**src/cis_pkg.sv**
```systemverilog
// Package for the capture interrupt status collector.
// Assumes a 32-bit classic Wishbone register bus with byte addresses.
package cis_pkg;

    // Register byte offsets
    localparam logic [11:0] OFF_STATUS = 12'h100;
    localparam logic [11:0] OFF_MASK   = 12'h104;
    localparam logic [11:0] OFF_CTRL   = 12'h108;

    // Status word field positions
    localparam int POS_PSTAT_LO = 28;
    localparam int POS_RUNNING  = 27;
    localparam int POS_ACK      = 25;
    localparam int POS_FIELD    = 24;
    localparam int POS_SYNCERR  = 19;
    localparam int POS_OPCODE   = 18;
    localparam int POS_ABORT    = 17;
    localparam int POS_IPAR     = 16;
    localparam int POS_BPAR     = 15;
    localparam int POS_RESYNC   = 14;
    localparam int POS_TLAT     = 13;
    localparam int POS_DROP     = 12;
    localparam int POS_PIRQ     = 11;
    localparam int POS_GPIN     = 9;
    localparam int POS_SDONE    = 8;
    localparam int POS_VIDEO_PRESENCE_CHANGE    = 5;
    localparam int POS_HORIZONTAL_LOCK_CHANGE    = 4;
    localparam int POS_CONVERTER_OVERFLOW    = 3;
    localparam int POS_LINE     = 2;
    localparam int POS_FLDCHG   = 1;
    localparam int POS_FMT      = 0;

    // Control register field positions
    localparam int POS_DMA_EN   = 0;
    localparam int POS_PER_EN   = 1;
    localparam int POS_GP_EDGE  = 2;
    localparam int POS_GP_INV   = 3;

    // Event flags that may interrupt (bits 23:0, reserved ones zero)
    localparam logic [23:0] EVENT_BITS = 24'h0ffb3f;

    // Reset values
    localparam logic [23:0] RST_MASK   = 24'h000000;
    localparam logic [23:0] RST_FLAGS  = 24'h000000;
    localparam logic [3:0]  RST_PSTAT  = 4'h0;
    localparam logic [3:0]  RST_CTRL   = 4'h0;

    // Event inputs from the surrounding sources, one-cycle pulses or levels
    typedef struct packed {
        logic sync_overflow;
        logic sync_mismatch;
        logic bad_opcode;
        logic bad_sync_status;
        logic instr_error;
        logic master_abort;
        logic target_abort;
        logic instr_fetch_parity;
        logic bus_parity;
        logic stream_mismatch;
        logic overrun_latency;
        logic overrun_drop;
        logic instr_irq;
        logic serial_done;
        logic serial_acked;
        logic video_presence;
        logic horizontal_lock_change_state;
        logic luma_overflow;
        logic chroma_overflow;
        logic line_start;
        logic line_reset_input;
        logic field_change;
        logic format_switch;
    } cis_events_t;

    // DMA instruction status update
    typedef struct packed {
        logic       exec;
        logic [3:0] set_bits;
        logic [3:0] reset_bits;
    } cis_prog_t;

endpackage : cis_pkg

```
**src/cis_status.sv**
```systemverilog
// Capture interrupt status collector: sticky event flags, live status,
// enable mask and a level interrupt, behind a classic Wishbone slave.
// Assumes event inputs are synchronous one-cycle pulses or levels on clk_i.
`timescale 1ns/1ns

module cis_status (
    // Clock and reset
    input  wire logic                 clk_i,
    input  wire logic                 rst_i,
    // Wishbone slave
    input  wire logic                 wb_cyc_i,
    input  wire logic                 wb_stb_i,
    input  wire logic                 wb_we_i,
    input  wire logic [11:0]          wb_adr_i,
    input  wire logic [3:0]           wb_sel_i,
    input  wire logic [31:0]          wb_dat_i,
    output logic      [31:0]          wb_dat_o,
    output logic                      wb_ack_o,
    // Event sources
    input  wire cis_pkg::cis_events_t ev_i,
    input  wire cis_pkg::cis_prog_t   prog_i,
    input  wire logic                 general_interrupt_pin_i,
    input  wire logic                 even_field_i,
    // Control to the DMA engine
    output logic                      dma_program_enable_o,
    output logic                      parity_response_o,
    // Bus interrupt, active high level
    output logic                      irq_o
);

    ////////////////////////////////////////////////////////////////////
    // Bus decode
    logic        req;
    logic        wr;
    logic        hit_stat;
    logic        hit_mask;
    logic        hit_ctrl;
    logic [31:0] wmask;
    logic [31:0] rdata;

    // One request per handshake; ack drops the cycle after it is given.
    // A write lands on the edge where the master samples ack high, so a
    // master that gives up before the ack never changes any register.
    assign req      = wb_cyc_i && wb_stb_i && !wb_ack_o;
    assign wr       = wb_cyc_i && wb_stb_i && wb_ack_o && wb_we_i;
    assign hit_stat = (wb_adr_i == cis_pkg::OFF_STATUS);
    assign hit_mask = (wb_adr_i == cis_pkg::OFF_MASK);
    assign hit_ctrl = (wb_adr_i == cis_pkg::OFF_CTRL);
    assign wmask    = {{8{wb_sel_i[3]}}, {8{wb_sel_i[2]}},
                       {8{wb_sel_i[1]}}, {8{wb_sel_i[0]}}};

    ////////////////////////////////////////////////////////////////////
    // Registers
    logic [23:0] flags_r;
    logic [23:0] flags_nxt;
    logic [23:0] set_ev;
    logic [23:0] mask_r;
    logic [3:0]  pstat_r;
    logic [3:0]  ctrl_r;
    logic        ack_r;
    logic        horizontal_lock_change_r;
    logic        video_presence_change_r;
    logic        lreset_r;
    logic        gp_r;
    logic        gp_in;

    // Control bits, software writes, parity fault clears enable
    always_ff @(posedge clk_i) begin
        if (rst_i) begin
            ctrl_r <= cis_pkg::RST_CTRL;
        end else begin
            if (wr && hit_ctrl && wb_sel_i[0])
                ctrl_r <= wb_dat_i[3:0];
            if (ev_i.instr_fetch_parity && ctrl_r[cis_pkg::POS_PER_EN])
                ctrl_r[cis_pkg::POS_DMA_EN] <= 1'b0;
        end
    end

    // Enable mask
    always_ff @(posedge clk_i) begin
        if (rst_i) begin
            mask_r <= cis_pkg::RST_MASK;
        end else if (wr && hit_mask) begin
            mask_r <= (mask_r & ~wmask[23:0]) | (wb_dat_i[23:0] & wmask[23:0]);
        end
    end

    // Previous values for change and edge detection
    always_ff @(posedge clk_i) begin
        if (rst_i) begin
            horizontal_lock_change_r  <= 1'b0;
            video_presence_change_r  <= 1'b0;
            lreset_r <= 1'b0;
            gp_r     <= 1'b0;
        end else begin
            horizontal_lock_change_r  <= ev_i.horizontal_lock_change_state;
            video_presence_change_r  <= ev_i.video_presence;
            lreset_r <= ev_i.line_reset_input;
            gp_r     <= gp_in;
        end
    end

    // Pin optionally inverted, then level or rising edge
    assign gp_in = general_interrupt_pin_i ^ ctrl_r[cis_pkg::POS_GP_INV];

    // Event set terms per flag position
    always_comb begin
        set_ev = '0;
        set_ev[cis_pkg::POS_SYNCERR] = ev_i.sync_overflow
                                     | ev_i.sync_mismatch;
        set_ev[cis_pkg::POS_OPCODE]  = ev_i.bad_opcode | ev_i.instr_error
                                     | ev_i.bad_sync_status;
        set_ev[cis_pkg::POS_ABORT]   = ev_i.master_abort
                                     | ev_i.target_abort;
        set_ev[cis_pkg::POS_IPAR]    = ev_i.instr_fetch_parity
                                     & ctrl_r[cis_pkg::POS_PER_EN];
        set_ev[cis_pkg::POS_BPAR]    = ev_i.bus_parity;
        set_ev[cis_pkg::POS_RESYNC]  = ev_i.stream_mismatch;
        set_ev[cis_pkg::POS_TLAT]    = ev_i.overrun_latency;
        set_ev[cis_pkg::POS_DROP]    = ev_i.overrun_drop;
        set_ev[cis_pkg::POS_PIRQ]    = prog_i.exec
                                     & ev_i.instr_irq;
        set_ev[cis_pkg::POS_GPIN]    = ctrl_r[cis_pkg::POS_GP_EDGE]
                                     ? (gp_in & ~gp_r) : gp_in;
        set_ev[cis_pkg::POS_SDONE]   = ev_i.serial_done;
        set_ev[cis_pkg::POS_VIDEO_PRESENCE_CHANGE]   = ev_i.video_presence
                                     ^ video_presence_change_r;
        set_ev[cis_pkg::POS_HORIZONTAL_LOCK_CHANGE]   = ev_i.horizontal_lock_change_state ^ horizontal_lock_change_r;
        set_ev[cis_pkg::POS_CONVERTER_OVERFLOW]   = ev_i.luma_overflow
                                     | ev_i.chroma_overflow;
        set_ev[cis_pkg::POS_LINE]    = ev_i.line_start
                                     | (ev_i.line_reset_input
                                        & ~lreset_r);
        set_ev[cis_pkg::POS_FLDCHG]  = ev_i.field_change;
        set_ev[cis_pkg::POS_FMT]     = ev_i.format_switch;
    end

    // Sticky flags: write-one clears, a same-cycle event wins
    always_comb begin
        flags_nxt = flags_r;
        if (wr && hit_stat)
            flags_nxt = flags_r & ~(wb_dat_i[23:0] & wmask[23:0]);
        flags_nxt = (flags_nxt | set_ev) & cis_pkg::EVENT_BITS;
    end

    always_ff @(posedge clk_i) begin
        if (rst_i)
            flags_r <= cis_pkg::RST_FLAGS;
        else
            flags_r <= flags_nxt;
    end

    // Program status bits from executed instructions, set wins
    always_ff @(posedge clk_i) begin
        if (rst_i)
            pstat_r <= cis_pkg::RST_PSTAT;
        else if (prog_i.exec)
            pstat_r <= (pstat_r & ~prog_i.reset_bits)
                     | prog_i.set_bits;
    end

    // Serial acknowledge status, cleared by an unacknowledged finish
    always_ff @(posedge clk_i) begin
        if (rst_i)
            ack_r <= 1'b0;
        else if (ev_i.serial_done)
            ack_r <= ev_i.serial_acked;
    end

    ////////////////////////////////////////////////////////////////////
    // Read mux; status word reads at any time, without side effects
    always_comb begin
        rdata = 32'h0000_0000;
        if (hit_stat) begin
            rdata[31:28] = pstat_r;
            rdata[cis_pkg::POS_RUNNING] = ctrl_r[cis_pkg::POS_DMA_EN];
            rdata[cis_pkg::POS_ACK]     = ack_r;
            rdata[cis_pkg::POS_FIELD]   = even_field_i;
            rdata[23:0] = flags_r;
        end else if (hit_mask) begin
            rdata[23:0] = mask_r;
        end else if (hit_ctrl) begin
            rdata[3:0] = ctrl_r;
        end
    end

    // Ack every access one cycle after request; unmapped reads zero
    always_ff @(posedge clk_i) begin
        if (rst_i) begin
            ack_r_bus: wb_ack_o <= 1'b0;
        end else begin
            wb_ack_o <= req;
        end
    end

    always_ff @(posedge clk_i) begin
        if (rst_i)
            wb_dat_o <= 32'h0000_0000;
        else if (req && !wb_we_i)
            wb_dat_o <= rdata;
    end

    ////////////////////////////////////////////////////////////////////
    // Outputs; interrupt combinational so unmasking acts at once
    assign irq_o = |(flags_r & mask_r);
    assign dma_program_enable_o = ctrl_r[cis_pkg::POS_DMA_EN];
    assign parity_response_o    = ctrl_r[cis_pkg::POS_PER_EN];

endmodule : cis_status

```
**config.mk**
```make
export PLATFORM = sky130hd
export DESIGN_NAME = cis_status
export DESIGN_NICKNAME = d
export VERILOG_FILES = /design/src/cis_pkg.sv /design/src/cis_status.sv
export SDC_FILE = /design/constraint.sdc
export NUM_CORES = 1
export LEC_CHECK = 0
export ABC_CLOCK_PERIOD_IN_PS = 4100
export BUFFER_PORTS_ARGS = -buffer_cell sky130_fd_sc_hd__buf_2
export CELL_PAD_IN_SITES_DETAIL_PLACEMENT = 1
export CELL_PAD_IN_SITES_GLOBAL_PLACEMENT = 1
export CORE_UTILIZATION = 41
export CTS_BUF_LIST = sky130_fd_sc_hd__clkbuf_8
export CTS_CLUSTER_DIAMETER = 100
export DETAILED_ROUTE_END_ITERATION = 10
export PLACE_DENSITY_LB_ADDON = 0.1
export SKIP_LAST_GASP = 1
export SLEW_MARGIN = 25
export SYNTH_ARGS = -nofsm -noshare
export SYNTH_HDL_FRONTEND = slang
export SYNTH_SLANG_ARGS = --single-unit
```
**constraint.sdc**
```tcl
create_clock -name clk_i -period 4.1 [get_ports clk_i]
set_input_delay 0.82 -clock clk_i [delete_from_list [all_inputs] [get_ports clk_i]]
set_output_delay 0.82 -clock clk_i [all_outputs]
set_load 0.02 [all_outputs]
```
## After elaboration in Yosys (flattened, before gate mapping)

Cells that the tools add are included.

- Bits in registers: 86
- Bits in latches: 0
- Memory bits (writable): 0
- ROM bits: 0
- Input port bits: 87
- Output and inout bits: 36
- Memories kept: 0

- Add/sub/neg operators: 0
- Multiply operators: 0
- Divide/modulo/power cells: 0
- $lt $le $gt $ge: 0
- Eq/ne operators: 3
- Shift operators: 0
- Muxes and demuxes: 8
- Bitwise gates (word level): 26
- Reduce and logical (&&, ||, !) cells: 14

Operator list:

| cell | count |
|---|---|
| 24-bit AND | 2 |
| 20-bit two-way mux | 2 |
| 12-bit by 9-bit equality test with 1-bit output (second input constant) | 3 |
| 20-bit by 24-bit AND with 24-bit output | 1 |
| 24-bit two-way mux | 1 |
| 24-bit NOT | 1 |
| 24-bit OR | 1 |
| 24-bit OR reduction | 1 |
| 20-bit AND | 1 |
| 20-bit NOT | 1 |
| 20-bit OR | 1 |
| 1-bit logical AND | 10 |
| 4-bit two-way mux | 2 |
| 1-bit OR | 6 |
| 5-bit two-way mux | 1 |
| 1-bit AND | 4 |
| 4-bit AND | 1 |
| 4-bit NOT | 1 |
| 4-bit OR | 1 |
| 1-bit XOR | 3 |
| 1-bit zero test | 2 |
| 2-bit two-way mux | 1 |
| 1-bit NOT | 2 |
| 2-bit OR reduction | 1 |
| 1-bit two-way mux | 1 |

## Depth between registers and ports, before layout

- Depth after elaboration: 6
- Depth in mapped cells: 6
- Mapped depth without buffers: 4

## Worst setup path before layout

Ideal clock, no wire load.

- Path kind: input to register
- From: input wb_adr_i[9]
- To: register flags_r[9]
- Setup time: 0.117 ns
- Data arrival time: 1.903 ns
- Setup slack: 2.079 ns
- Stages on the path: 6
- Path buffers: 2
- Path through: nor4b_4 > and3_1 > buf_6 > buf_12 > nand3_2 > a32o_1

- Longest elaborated chain between the ends: 4

Ends and longest elaborated chain:

| element | RTL line | text |
|---|---|---|
| from (decl) | cis_status.sv:14 | `input wire logic [11:0] wb_adr_i,` |
| 12-bit by 9-bit equality test with 1-bit output | cis_status.sv:46 | `assign hit_stat = (wb_adr_i == cis_pkg::OFF_STATUS);` |
| 1-bit logical AND | cis_status.sv:141 | `if (wr && hit_stat)` |
| 20-bit two-way mux | cis_status.sv:141 |  |
| 20-bit OR | cis_status.sv:143 | `flags_nxt = (flags_nxt \| set_ev) & cis_pkg::EVENT_BITS;` |
| to (signal assigned) | cis_status.sv:148 | `flags_r <= cis_pkg::RST_FLAGS;` |
| to (signal assigned) | cis_status.sv:150 | `flags_r <= flags_nxt;` |
| to (decl) | cis_status.sv:54 | `logic [23:0] flags_r;` |

No other way between the ends.
A chain may end at the register's enable or synchronous reset.

## Final worst setup path

- From: register flags_r[13]
- To: output irq_o

- Longest elaborated chain between the ends: 2

Ends and longest elaborated chain:

| element | RTL line | text |
|---|---|---|
| 20-bit by 24-bit AND with 24-bit output | cis_status.sv:205 | `assign irq_o = \|(flags_r & mask_r);` |
| 24-bit OR reduction | cis_status.sv:205 |  |
| to (decl) | cis_status.sv:28 | `output logic irq_o` |

No other way between the ends.

==> summary.md <==
| Metric | Value |
|---|---|
| Global Route Usage Sum | 25.2% |
| Share of cells above drive strength 1 | 29.2% |
| Routed wire length | 10.8 mm |
| CP Cell Sequence | a22o_1 > a221oi_1 > and3_1 > nand3_1 > buf_2 |
| Number of synthesized register bits | 86 |
| Synth cell count leaders | dfxtp_1 (86), a21oi_1 (38), nand3_1 (35) |
| Gate Count Post-Synth | 385 |
| Slew margin rel. | 31.3% |
| CTS tree | done |
| DR vias | 3404 |
| Critical path buffers and inverters | 1 |
| Synth area leader | dfxtp_1 |
| Fin util | 52.3% |
| Synth area leaders | dfxtp_1 (48%), a21oi_1 (5.3%), nand3_1 (4.9%) |
| Most common cell in the netlist | dfxtp_1 |
| Clock latency at the later pin of the worst-skew pair | 360 ps |
| Hpwl dp | 7.45 mm |
| Total congestion overflow | 0 |
| Crit. End Element | output pin |
| Area Growth Syn to Fin | 22.0% |
| First-pass GRT wire length | 17.2 mm |
| CP Max Fanout | 3 |
| Asr flop ratio synth | 0% |
| Routability congestion estimate | 0.796 |
| Final Hold Fails | 0 |
| Slowest CP cell | dfxtp_1 |
| Drc violations | 0 |
| Avg Vias per Cell | 5.75 |
| Fmax | 396 MHz |
| CTS Sinks | 86 |
| Bufs on Longest Clock Path | 2 |
| VDD IR max | 0.164 mV |
| Wire per inst | 18.2 um |
| Setup Skew | 8.16 ps |
| Mean Syn Cell Area | 9.25 um^2 |
| Max-cap check violation count | 0 |
| Num CTS Buffers | 9 |
| RSZ-0062 raised after global routing | false |
| Worst-path clk slew | 90 ps |
| Fin. max-slew vios | 0 |
| Core area | 0.00830 mm^2 |
| Run status | completed |
| Post-synth EDFFs | 0 |
| Initial core utilization | 42.9% |
| Htree depth | 3 |
| Cts repair resizes | 0 |
| Port buffer count | 112 |
| Hold Worst Slack | 468 ps |
| Std cell rows | 33 |
| Area of the mapped netlist | 0.00356 mm^2 |
| Finished Cell Area | 0.00434 mm^2 |
| Total power | 1.63 mW |
| 1st-pass router iterations | 4 |
| Setup Fix Bufs, Post-CTS | 0 |
| Die width | 95.2 um |
| Crit path required time | 3280 ps |
| Yosys warns | 0 |
| Pin count of the biggest net entering global routing | 32 |
| Leak | 1.85 nW |
| Tightest Pin Transition | 1030 ps |
| CP peak stage delay | 340 ps |
| Cell area power density | 375 mW/mm^2 |
| Placed standard-cell area | 0.00413 mm^2 |
| Kind of critical path | register to output pin |
| Prevailing post-synth register cell | dfxtp_1 |
| CP Launch Type | register |
| Hold_buf cts | 0 |
| Post-Syn Nets | 472 |
| Ports | 123 |
| Top-area cell type share of the netlist area | 48.4% |
| Antenna violations before repair | 0 |
| Initial DRC Count | 172 |
| Net count, final | 569 |
| Final setup TNS | 0 ps |
| Fin crit share | 61.5% |
| Tmin final | 2520 ps |
| Antenna Nets Post-Route | 0 |
| Die Y | 95.2 um |
| Die area | 0.00906 mm^2 |
| Ant diodes | 0 |
| CP delay by family, top | compound AO/OA/AOI/OAI gates |
| Vias in the first global route | 3472 |
| CTS root buf | clkbuf_8 |
| Worst Hold Class | register to register |
| Arrival @ worst endpoint | 1700 ps |
| Synth cell types | 41 |
| Finish-stage setup viols | 0 |
| Post-synthesis sequential area ratio | 48.4% |
## final timing paths
path	from	end	slack (ps)	cells past startpoint
max	flags_r[13]$_SDFF_PP0_	irq_o	1580	5
max reg2reg	wb_ack_o$_SDFF_PP0_	ctrl_r[0]$_SDFFE_PP0P_	1980	4
min reg2reg	register	wb_dat_o[10]$_SDFFE_PP0P_	470	1
min	register	wb_dat_o[10]$_SDFFE_PP0P_	470	1
## metal layers
metal	track usage, %	up-vias	wire (um)	share of wire [%]
met5	0	-	0	0
met4	8.96	0	205	1.9
met3	4.55	14	478	4.4
met2	41.4	102	5160	48
met1	32.9	1659	4930	46
li1	-	1629	-	-
## cells by family (layout without fill, tap and decap cells)
family / after synthesis / in the layout / synth area share [%]
buffers and inverters: 33 / 135 / 5.20
xor gates and xnor gates: 3 / 3 / 0.738
AOI/OAI and AO/OA: 138 / 138 / 25.8
DFF: 86 / 86 / 48.4
other: 1 / 1 / 0.105
muxes: 2 / 2 / 0.562
and+or+nand+nor: 122 / 122 / 19.2
## worst register-to-register path, cell delays in order, from the launching register on
cell,delay [ps]
dfxtp_1,420
and4_1,590
nand2_1,500
nor3_1,360
mux2i_1,200
## through the flow
step / setup WS [ps] / instances
floorplan: 2080 / 385
global placement: 1470 / 576
detailed placement: 1390 / 576
CTS: 1580 / 592
global route: 1500 / 592
finish: 1580 / 592
## power breakdown
part	internal (mW)	switching (mW)
registers	0.852	0.0132
clock network	0.340	0.308
logic	0.0489	0.0666
total	1.24	0.388
## cell type report
| class | instances | area (um^2) |
|---|---|---|
| clock buffer | 9 | 124 |
| clock inverter | 7 | 90.1 |
| fill | 1023 | 3960 |
| inverter | 3 | 11.3 |
| multi-input combinational | 266 | 1680 |
| sequential | 86 | 1720 |
| tap | 105 | 131 |
| timing repair buffer | 116 | 591 |
## layout by cell type, fill, tap and decap left out, drive strengths merged, types with 4 or more instances in the layout
cell type and count:
nor2b 9, inv 4, nand4 5, o21ai 33, a22o 19, a32o 14
a21o 13, dfxtp 86, clkbuf 9, a22oi 8, nand3 37, o31ai 7
nand2 18, nor4b 7, nor2 20, nor3 13, buf 116, a21oi 38
No activity file was read; power rests on OpenSTA's default activity.
